<file path="src/verilog/uscr_pkg.sv">
// Register map, field positions and timing constants of the bus status/control block
package uscr_pkg;
  // Register offsets
  localparam logic [7:0] off_bus_status_control = 8'h1a;
  localparam logic [7:0] off_endpoint_event_mode_select = 8'h1b;
  localparam logic [7:0] off_irq_status = 8'h1c;
  localparam logic [7:0] off_irq_clear = 8'h1d;
  localparam logic [7:0] off_irq_enable = 8'h1e;
  // Bus status/control fields
  localparam int bsc_suspend = 0;
  localparam int bsc_wakeup = 1;
  localparam int bsc_bus_reset = 2;
  localparam int bsc_resume = 3;
  localparam int bsc_data_in = 4;
  localparam int bsc_clock_in = 5;
  localparam int bsc_data_out = 6;
  localparam int bsc_clock_out = 7;
  // Endpoint event / mode select fields
  localparam int ems_ep0 = 0;
  localparam int ems_ep1 = 1;
  localparam int ems_legacy = 4;
  localparam int ems_host_link = 5;
  localparam int ems_usb_flag = 7;
  // Writable bits of the endpoint register; reserved bits read zero
  localparam logic [7:0] ems_write_mask = 8'hb3;
  // Interrupt status fields
  localparam int irq_ep0 = 0;
  localparam int irq_ep1 = 1;
  localparam int irq_suspend = 2;
  localparam int irq_resume = 3;
  localparam int irq_bus_reset = 4;
  localparam int irq_width = 5;
  // Idle time before suspend
  localparam int suspend_idle_us = 3000;
  localparam int clock_mhz = 125;
  localparam int suspend_idle_cycles = suspend_idle_us * clock_mhz;
  localparam int idle_cnt_width = 20;
endpackage : uscr_pkg

</file>
<file path="src/verilog/uscr_regs.sv">
// Status and control register pair for the USB / PS/2 mouse serial port
module uscr_regs (
  // Clock and reset
  input wire logic clock,
  input wire logic rst,
  // Register port
  input wire logic [7:0] addr,
  input wire logic [7:0] wdata,
  input wire logic wr,
  input wire logic rd,
  output logic [7:0] rdata,
  // USB engine events
  input wire logic bus_activity,
  input wire logic bus_reset_seen,
  input wire logic resume_seen,
  input wire logic ep0_access,
  input wire logic ep1_access,
  input wire logic usb_int_enable,
  input wire logic stack_full,
  // USB engine pin drive
  input wire logic engine_minus_out,
  input wire logic engine_plus_out,
  input wire logic engine_oe,
  // Serial bus pins: minus is PS/2 data, plus is PS/2 clock
  input wire logic bus_minus_line_in,
  input wire logic bus_plus_line_in,
  output logic bus_minus_line_out,
  output logic bus_plus_line_out,
  output logic bus_minus_line_oe,
  output logic bus_plus_line_oe,
  // Status toward the rest of the chip
  output logic remote_wakeup_request,
  output logic legacy_mode,
  output logic usb_irq,
  output logic irq
);
  logic suspended;
  logic bus_reset_event_flag;
  logic resume_flag;
  logic serial_data_line_out;
  logic serial_clock_line_out;
  logic control_endpoint_event;
  logic interrupt_endpoint_event;
  logic legacy_bus_select_bit;
  logic host_link_select_bit;
  logic usb_mode_flag;
  logic [uscr_pkg::idle_cnt_width-1:0] idle_cnt;
  logic [uscr_pkg::irq_width-1:0] irq_status;
  logic [uscr_pkg::irq_width-1:0] irq_enable;

  function automatic logic hit(input logic [7:0] a, input logic [7:0] off);
    hit = (a == off);
  endfunction : hit

  // Sticky flag: a hardware set beats a firmware write in the same cycle
  function automatic logic sticky(input logic set, input logic wr_en, input logic wbit,
                                  input logic cur);
    sticky = set || (wr_en ? wbit : cur);
  endfunction : sticky

  wire wr_bsc = wr && hit(addr, uscr_pkg::off_bus_status_control);
  wire wr_ems = wr && hit(addr, uscr_pkg::off_endpoint_event_mode_select);
  wire wr_iclr = wr && hit(addr, uscr_pkg::off_irq_clear);
  wire wr_ien = wr && hit(addr, uscr_pkg::off_irq_enable);
  wire [7:0] ems_wdata = wdata & uscr_pkg::ems_write_mask;
  wire ps2_mode = legacy_bus_select_bit && !host_link_select_bit;
  wire usb_mode = host_link_select_bit && !legacy_bus_select_bit;
  wire idle_done = (idle_cnt == uscr_pkg::idle_cnt_width'(uscr_pkg::suspend_idle_cycles));
  wire enter_suspend = usb_mode && !suspended && idle_done && !bus_activity;
  wire leave_suspend = suspended && bus_activity;
  // Access to an endpoint whose flag is still set is held off
  wire ep0_new = ep0_access && !control_endpoint_event;
  wire ep1_new = ep1_access && !interrupt_endpoint_event;
  // Line levels as sampled; outside PS/2 mode the read is forced to 0
  wire data_in_level = ps2_mode ? bus_minus_line_in : 1'b0;
  wire clock_in_level = ps2_mode ? bus_plus_line_in : 1'b0;

  wire [7:0] bsc_read = {2'b00, clock_in_level, data_in_level, resume_flag,
                         bus_reset_event_flag, 1'b0, suspended};
  wire [7:0] ems_read = {usb_mode_flag, 1'b0, host_link_select_bit, legacy_bus_select_bit,
                         2'b00, interrupt_endpoint_event, control_endpoint_event};
  wire [7:0] next_rdata =
      hit(addr, uscr_pkg::off_bus_status_control) ? bsc_read :
      hit(addr, uscr_pkg::off_endpoint_event_mode_select) ? ems_read :
      hit(addr, uscr_pkg::off_irq_status) ? {3'b000, irq_status} :
      hit(addr, uscr_pkg::off_irq_enable) ? {3'b000, irq_enable} : 8'h00;

  wire [uscr_pkg::irq_width-1:0] irq_events = {bus_reset_seen, resume_seen, enter_suspend,
                                                ep1_new, ep0_new};
  // Set wins over a clear in the same cycle
  wire [uscr_pkg::irq_width-1:0] next_irq_status =
      (irq_status & ~(wr_iclr ? wdata[uscr_pkg::irq_width-1:0] : '0)) | irq_events;

  always_ff @(posedge clock or posedge rst) begin
    if (rst) begin
      rdata <= 8'h00;
    end else begin
      rdata <= rd ? next_rdata : 8'h00;
    end
  end

  // Idle timer restarts on any bus activity
  always_ff @(posedge clock or posedge rst) begin
    if (rst) begin
      idle_cnt <= '0;
    end else if (bus_activity || !usb_mode) begin
      idle_cnt <= '0;
    end else if (!idle_done) begin
      idle_cnt <= idle_cnt + 1'b1;
    end
  end

  always_ff @(posedge clock or posedge rst) begin
    if (rst) begin
      suspended <= 1'b0;
    end else if (enter_suspend) begin
      suspended <= 1'b1;
    end else if (leave_suspend) begin
      suspended <= 1'b0;
    end
  end

  chk_suspend_exit: assert property (@(posedge clock) disable iff (rst)
      leave_suspend |=> !suspended)
    else $error("suspend held through bus activity");
  chk_suspend_irq: assert property (@(posedge clock) disable iff (rst)
      enter_suspend && usb_int_enable && !stack_full |=> usb_irq && suspended)
    else $error("suspend entry gave no interrupt");

  always_ff @(posedge clock or posedge rst) begin
    if (rst) begin
      remote_wakeup_request <= 1'b0;
      serial_data_line_out <= 1'b1;
      serial_clock_line_out <= 1'b1;
    end else if (wr_bsc) begin
      remote_wakeup_request <= wdata[uscr_pkg::bsc_wakeup];
      serial_data_line_out <= wdata[uscr_pkg::bsc_data_out];
      serial_clock_line_out <= wdata[uscr_pkg::bsc_clock_out];
    end
  end

  chk_wakeup_set: assert property (@(posedge clock) disable iff (rst)
      wr_bsc && wdata[uscr_pkg::bsc_wakeup] |=> remote_wakeup_request)
    else $error("wake-up request not raised");
  chk_wakeup_clear: assert property (@(posedge clock) disable iff (rst)
      wr_bsc && !wdata[uscr_pkg::bsc_wakeup] |=> !remote_wakeup_request)
    else $error("wake-up request not dropped");
  chk_data_out_write: assert property (@(posedge clock) disable iff (rst)
      wr_bsc && !wdata[uscr_pkg::bsc_data_out] |=> !serial_data_line_out)
    else $error("data line output bit not cleared");
  chk_clock_out_write: assert property (@(posedge clock) disable iff (rst)
      wr_bsc && wdata[uscr_pkg::bsc_clock_out] |=> serial_clock_line_out)
    else $error("clock line output bit not set");

  // Hardware set beats a firmware write in the same cycle
  always_ff @(posedge clock or posedge rst) begin
    if (rst) begin
      bus_reset_event_flag <= 1'b0;
      resume_flag <= 1'b0;
    end else begin
      bus_reset_event_flag <= sticky(bus_reset_seen, wr_bsc, wdata[uscr_pkg::bsc_bus_reset],
                                     bus_reset_event_flag);
      // Resume flag clears when the link leaves suspend, so firmware must note it first
      resume_flag <= resume_seen || (resume_flag && !leave_suspend);
    end
  end

  chk_resume_flag: assert property (@(posedge clock) disable iff (rst)
      resume_seen |=> resume_flag)
    else $error("resume not flagged");
  chk_resume_read_only: assert property (@(posedge clock) disable iff (rst)
      wr_bsc && !resume_seen && !leave_suspend |=> $stable(resume_flag))
    else $error("resume flag changed by a write");
  chk_bus_reset_write: assert property (@(posedge clock) disable iff (rst)
      wr_bsc && !wdata[uscr_pkg::bsc_bus_reset] && !bus_reset_seen |=> !bus_reset_event_flag)
    else $error("bus reset flag not cleared by a write");

  always_ff @(posedge clock or posedge rst) begin
    if (rst) begin
      control_endpoint_event <= 1'b0;
      interrupt_endpoint_event <= 1'b0;
    end else begin
      control_endpoint_event <= sticky(ep0_new, wr_ems, wdata[uscr_pkg::ems_ep0],
                                       control_endpoint_event);
      interrupt_endpoint_event <= sticky(ep1_new, wr_ems, wdata[uscr_pkg::ems_ep1],
                                         interrupt_endpoint_event);
    end
  end

  chk_ep1_hold: assert property (@(posedge clock) disable iff (rst)
      interrupt_endpoint_event && !wr_ems |=> interrupt_endpoint_event)
    else $error("endpoint 1 flag dropped without a write");
  chk_ep1_irq_gate: assert property (@(posedge clock) disable iff (rst)
      ep1_new && usb_int_enable && !stack_full |=> usb_irq)
    else $error("endpoint 1 event gave no interrupt");

  // Reserved bits are dropped by the mask, so a stray 1 does no harm
  always_ff @(posedge clock or posedge rst) begin
    if (rst) begin
      legacy_bus_select_bit <= 1'b0;
      host_link_select_bit <= 1'b0;
      usb_mode_flag <= 1'b0;
    end else if (wr_ems) begin
      legacy_bus_select_bit <= ems_wdata[uscr_pkg::ems_legacy];
      host_link_select_bit <= ems_wdata[uscr_pkg::ems_host_link];
      usb_mode_flag <= ems_wdata[uscr_pkg::ems_usb_flag];
    end
  end

  chk_legacy_select: assert property (@(posedge clock) disable iff (rst)
      wr_ems && wdata[uscr_pkg::ems_legacy] |=> legacy_bus_select_bit)
    else $error("PS/2 select bit not taken");
  chk_host_select: assert property (@(posedge clock) disable iff (rst)
      wr_ems && wdata[uscr_pkg::ems_host_link] |=> host_link_select_bit)
    else $error("USB select bit not taken");
  chk_usb_flag_hold: assert property (@(posedge clock) disable iff (rst)
      !wr_ems |=> $stable(usb_mode_flag))
    else $error("USB flag changed without a write");
  chk_ems_reserved: assert property (@(posedge clock) disable iff (rst)
      rd && hit(addr, uscr_pkg::off_endpoint_event_mode_select) |=>
          (rdata & ~uscr_pkg::ems_write_mask) == 8'h00)
    else $error("reserved endpoint bits read non-zero");

  always_ff @(posedge clock or posedge rst) begin
    if (rst) begin
      irq_status <= '0;
      irq_enable <= '0;
    end else begin
      irq_status <= next_irq_status;
      if (wr_ien) begin
        irq_enable <= wdata[uscr_pkg::irq_width-1:0];
      end
    end
  end

  chk_irq_ep0_status: assert property (@(posedge clock) disable iff (rst)
      ep0_new |=> irq_status[uscr_pkg::irq_ep0])
    else $error("endpoint 0 status not set");
  chk_irq_ep1_status: assert property (@(posedge clock) disable iff (rst)
      ep1_new |=> irq_status[uscr_pkg::irq_ep1])
    else $error("endpoint 1 status not set");
  chk_irq_suspend_status: assert property (@(posedge clock) disable iff (rst)
      enter_suspend |=> irq_status[uscr_pkg::irq_suspend])
    else $error("suspend status not set");
  chk_irq_resume_status: assert property (@(posedge clock) disable iff (rst)
      resume_seen |=> irq_status[uscr_pkg::irq_resume])
    else $error("resume status not set");
  chk_irq_reset_status: assert property (@(posedge clock) disable iff (rst)
      bus_reset_seen |=> irq_status[uscr_pkg::irq_bus_reset])
    else $error("bus reset status not set");

  // One-cycle USB interrupt toward the core on each new endpoint event, suspend entry or suspend exit, when enabled and the stack is not full
  always_ff @(posedge clock or posedge rst) begin
    if (rst) begin
      usb_irq <= 1'b0;
      irq <= 1'b0;
    end else begin
      usb_irq <= usb_int_enable && !stack_full &&
                 (ep0_new || ep1_new || enter_suspend || leave_suspend);
      irq <= |(next_irq_status & irq_enable);
    end
  end

  // Pins: open drain in PS/2 mode, engine drive in USB mode, released otherwise
  always_ff @(posedge clock or posedge rst) begin
    if (rst) begin
      bus_minus_line_out <= 1'b0;
      bus_plus_line_out <= 1'b0;
      bus_minus_line_oe <= 1'b0;
      bus_plus_line_oe <= 1'b0;
      legacy_mode <= 1'b0;
    end else begin
      bus_minus_line_out <= usb_mode ? engine_minus_out : 1'b0;
      bus_plus_line_out <= usb_mode ? engine_plus_out : 1'b0;
      bus_minus_line_oe <= usb_mode ? engine_oe : (ps2_mode && !serial_data_line_out);
      bus_plus_line_oe <= usb_mode ? engine_oe : (ps2_mode && !serial_clock_line_out);
      legacy_mode <= ps2_mode;
    end
  end

  chk_engine_drive: assert property (@(posedge clock) disable iff (rst)
      usb_mode |=> bus_plus_line_out == $past(engine_plus_out) &&
          bus_minus_line_out == $past(engine_minus_out) &&
          bus_plus_line_oe == $past(engine_oe))
    else $error("engine does not drive the pins");
  chk_pins_released: assert property (@(posedge clock) disable iff (rst)
      !usb_mode && !ps2_mode |=> !bus_minus_line_oe && !bus_plus_line_oe)
    else $error("pins driven with no mode selected");
  chk_ps2_clock_low: assert property (@(posedge clock) disable iff (rst)
      ps2_mode && !serial_clock_line_out |=> bus_plus_line_oe && !bus_plus_line_out)
    else $error("clock line not pulled low");
  chk_ps2_release: assert property (@(posedge clock) disable iff (rst)
      ps2_mode && serial_data_line_out && serial_clock_line_out |=>
          !bus_minus_line_oe && !bus_plus_line_oe)
    else $error("line held low with its output bit set");
  chk_data_in_read: assert property (@(posedge clock) disable iff (rst)
      rd && hit(addr, uscr_pkg::off_bus_status_control) && ps2_mode |=>
          rdata[uscr_pkg::bsc_data_in] == $past(bus_minus_line_in))
    else $error("data line level read wrong");
  chk_clock_in_read: assert property (@(posedge clock) disable iff (rst)
      rd && hit(addr, uscr_pkg::off_bus_status_control) && ps2_mode |=>
          rdata[uscr_pkg::bsc_clock_in] == $past(bus_plus_line_in))
    else $error("clock line level read wrong");

  chk_ep0_hold: assert property (@(posedge clock) disable iff (rst)
      control_endpoint_event && !wr_ems |=> control_endpoint_event)
    else $error("endpoint 0 flag dropped without a write");
  chk_ep0_set: assert property (@(posedge clock) disable iff (rst)
      ep0_new |=> control_endpoint_event)
    else $error("endpoint 0 access not flagged");
  chk_ep1_set: assert property (@(posedge clock) disable iff (rst)
      ep1_new |=> interrupt_endpoint_event)
    else $error("endpoint 1 access not flagged");
  chk_usb_irq_gate: assert property (@(posedge clock) disable iff (rst)
      ep0_new && usb_int_enable && !stack_full |=> usb_irq)
    else $error("endpoint event gave no interrupt");
  chk_irq_blocked: assert property (@(posedge clock) disable iff (rst)
      (!usb_int_enable || stack_full) |=> !usb_irq)
    else $error("interrupt raised while blocked");
  chk_suspend_idle: assert property (@(posedge clock) disable iff (rst)
      $rose(suspended) |-> $past(idle_done) && $past(usb_mode))
    else $error("suspend without idle time");
  chk_ps2_open_drain: assert property (@(posedge clock) disable iff (rst)
      ps2_mode && !usb_mode && !serial_data_line_out |=> bus_minus_line_oe && !bus_minus_line_out)
    else $error("data line not pulled low");
  chk_read_latency: assert property (@(posedge clock) disable iff (rst)
      rd && hit(addr, uscr_pkg::off_bus_status_control) |=> rdata[0] == $past(suspended))
    else $error("suspend bit read wrong");
  chk_bus_reset_flag: assert property (@(posedge clock) disable iff (rst)
      bus_reset_seen |=> bus_reset_event_flag)
    else $error("bus reset not flagged");
endmodule : uscr_regs

</file>
<file path="config.mk">
export PLATFORM = sky130hd
export DESIGN_NAME = uscr_regs
export DESIGN_NICKNAME = d
export VERILOG_FILES = /design/src/verilog/uscr_pkg.sv /design/src/verilog/uscr_regs.sv
export SDC_FILE = /design/constraint.sdc
export NUM_CORES = 1
export LEC_CHECK = 0
export BUFFER_PORTS_ARGS = -buffer_cell sky130_fd_sc_hd__buf_2
export CORE_ASPECT_RATIO = 0.6
export CORE_MARGIN = 5
export CORE_UTILIZATION = 50
export DETAILED_ROUTE_END_ITERATION = 8
export PLACE_DENSITY = 0.75
export SLEW_MARGIN = 20
export SYNTH_ARGS = -nofsm -noshare
export SYNTH_HDL_FRONTEND = slang
export SYNTH_SLANG_ARGS = --single-unit
</file>
<file path="constraint.sdc">
create_clock -name clock -period 1.9 [get_ports clock]
set_clock_uncertainty 0.15 [all_clocks]
set_input_delay 0.38 -clock clock [delete_from_list [all_inputs] [get_ports clock]]
set_output_delay 0.38 -clock clock [all_outputs]
set_load 0.005 [all_outputs]
</file>
==> flow_summary.yaml <==
sta:
  setup_violations: 2
  clock.fmax_mhz: 514
  layout_setup_ws_ps: -47.4
  final-hold-violation-count: 0
  post-route-period-util: 1.02
  rsz0062_at_grt: "true"
  finalMaxSlewViolations: 0
  finalCriticalPeriod_ps: 1950
  whs_ps: 126
critical_path:
  worst_path_largest_cell_delay_ps: 560
  ff2ff_path_depth: 4
  path_buf_inv: 0
  critPathKind: "reg -> reg"
  endpoint_kind: "flop"
  cp_slowest_cell: "or4b_4"
  crit_path_frequent_cell: "or4b_4"
  critPathMaxFanout: 2
  cp_num_cells: 4
  crit_arrival_ps: 2050
  r2r-start: "idle_cnt[10]"
  crit_family: "simple AND/OR/NAND/NOR gates"
  cp.required_ps: 2000
  start_kind: "flop"
  path_cells: "or4b_4, or4b_4, o21ai_2, and3_1"
  endpoint: "idle_cnt[0]"
  r2r_end: "idle_cnt[0]"
  r2r_slack_ps: -50
  cp-startpoint: "idle_cnt[10]"
synthesis:
  ys_warn_count: 0
  synth_area_um2: 2710
  syn_area_per_cell_um2: 10.4
  syn_inst: 260
  synth_edf_count: 0
  ys_ff_latch: 55
  synth_flop_cell: "dfrtp_1"
  synth_cell_types: 50
  synthArstFlopShare: 1.00
  ys_seq_area_frac: 0.509
  synth.net_count: 294
finish:
  area_growth_syn_to_layout_pct: 24.5
  fin_cells: 403
  nets: 370
  drive_above_1_share: 0.338
  diodes: 0
  stdcell_area_um2: 3370
route:
  final_antenna_net_count: 0
  drt-total-wl_um: 6520
  wire_per_inst_um: 16.2
  first_pass_iters: 4
  drt_iter0_markers: 176
  vias: 2231
  remaining_drc_errors: 0
  vias_per_cell: 5.54
die:
  row_count: 20
  start_util: 0.525
  core_area_um2: 5150
  dieArea_um2: 7040
  die_width_um: 105
  die_h_um: 67
  ioPinCount: 48
global_routing:
  grt_pass1_wl_um: 10800
  grt-ovfl-total: 0
  grt_max_degree: 56
  antenna_found_initial: 0
  grt_pass1_vias: 2158
  grt_usage: 0.196
clock_tree:
  tritoncts: "yes"
  clkSinkCount: 55
  cts_buffers: 5
  ctsLongestPathBuffers: 2
  cts-root-buf: "clkbuf_8"
  htree_levels: 2
  clock_latency_ps: 310
  clk_pin_slew_ps: 100
power:
  ir_worst_vdd_mv: 0.397
  total_power_uw: 2210
  power_density_nw_per_um2: 655
  power.leakage_uw: 0.00150
place:
  dp_hpwl_um: 4880
  gp_congestion: 0.905
  place_inst: 392
  io_buffers: 46
  placed_area_um2: 3200
  place_ws_ps: -158
job:
  cap_violations: 0
outcome:
  violations: "setup timing"
  status: "finished with violations"
hold_path:
  min_path_type: "in -> reg"
[routing by layer]
layer	global-route usage	vias up	wire length, um
li1	-	1084	-
met1	0.321	1070	3440
met2	0.256	71	2590
met3	0.0416	6	426
met4	0.0431	0	64
met5	0	-	0
[placed cells by master (no fill, tap or decap), drive strengths merged, types with 3 or more instances in the layout]
cell / n
nor2: 18
clkbuf: 5
nand4: 3
o21a: 4
nand3: 16
nand2b: 3
nor4b: 3
nand2: 19
nor3: 6
xnor2: 8
and3: 6
o21ai: 11
buf: 75
and2: 5
a21o: 3
nor2b: 11
xor2: 3
inv: 12
mux2: 13
or4: 4
dfrtp: 53
a211o: 4
o31ai: 4
a22oi: 4
a21oi: 10
a41oi: 3
[Yosys cell counts (all sizes together), types with 3 or more instances]
master | instances | area share
dfrtp | 53 | 0.49
nand2 | 19 | 0.026
nor2 | 18 | 0.025
nand3 | 16 | 0.031
mux2 | 13 | 0.054
inv | 12 | 0.017
nor2b | 11 | 0.025
o21ai | 11 | 0.020
a21oi | 10 | 0.018
xnor2 | 8 | 0.026
and3 | 6 | 0.014
nor3 | 6 | 0.011
and2 | 5 | 0.012
a211o | 4 | 0.013
a22oi | 4 | 0.011
clkbuf | 4 | 0.0055
o21a | 4 | 0.011
o31ai | 4 | 0.011
or4 | 4 | 0.011
a21o | 3 | 0.0083
a41oi | 3 | 0.0097
buf | 3 | 0.0088
nand2b | 3 | 0.0069
nand4 | 3 | 0.0069
nor4b | 3 | 0.018
xor2 | 3 | 0.0097
[per-stage QoR]
stage	setup TNS, ps	utilization
finish	-90.4	0.654
global route	-305	0.654
CTS	-104	0.650
detailed placement	-1340	0.621
global placement	-534	0.621
floorplan	-67.2	-
[repair_timing]
action                                  4_1_cts  5_1_grt
buffers inserted                              2        0
cloned                                        0        0
pin swaps                                     1        3
hold buffers                                  1        0
endpoints found under the setup margin        5        8
gates resized for setup                       2        5
endpoints found under the hold margin        53        0
[report_power, final]
group | internal [uW] | switching, uW
clock | 393 | 386
combinational | 98.8 | 109
sequential | 1200 | 19.9
[sequential cells by signal (all words and copies together) (netlist names), 5 cells and up]
register	count
idle_cnt	20
irq_status	5
rdata	7
irq_enable	5
[cell families after synthesis]
group                    share of synthesized area
XOR/XNOR                                    0.0356
AND/OR/NAND/NOR                              0.233
buffers and inverters                       0.0310
other                                      0.00138
flip-flops                                   0.509
multiplexers                                0.0615
AO/OA/AOI/OAI                                0.119
adder cells (fa/ha/maj)                    0.00924
[worst register-to-register path, stage by stage, from the launching register on]
cell	delay, ps
dfrtp_1	390
or4b_4	560
or4b_4	540
o21ai_2	110
and3_1	150
[final cells by class]
cell class,count,area [um^2]
clock buffers,5,68.8
clock inverters,3,43.8
fillers,414,1780
inverters,12,45.0
multi-input cells,186,1280
flip-flops and latches,55,1380
well taps,66,82.6
repair buffers,76,470
[worst min-delay path by stage]
stage                           from                 end  cells past startpoint
floorplan                resume_flag         resume_flag                      1
global placement                 rst        idle_cnt[17]                      3
detailed placement               rst   bus_plus_line_out                      3
CTS                 engine_minus_out  bus_minus_line_out                      2
global route        engine_minus_out  bus_minus_line_out                      2
finish              engine_minus_out  bus_minus_line_out                      2
No activity file was read; power rests on OpenSTA's default activity.
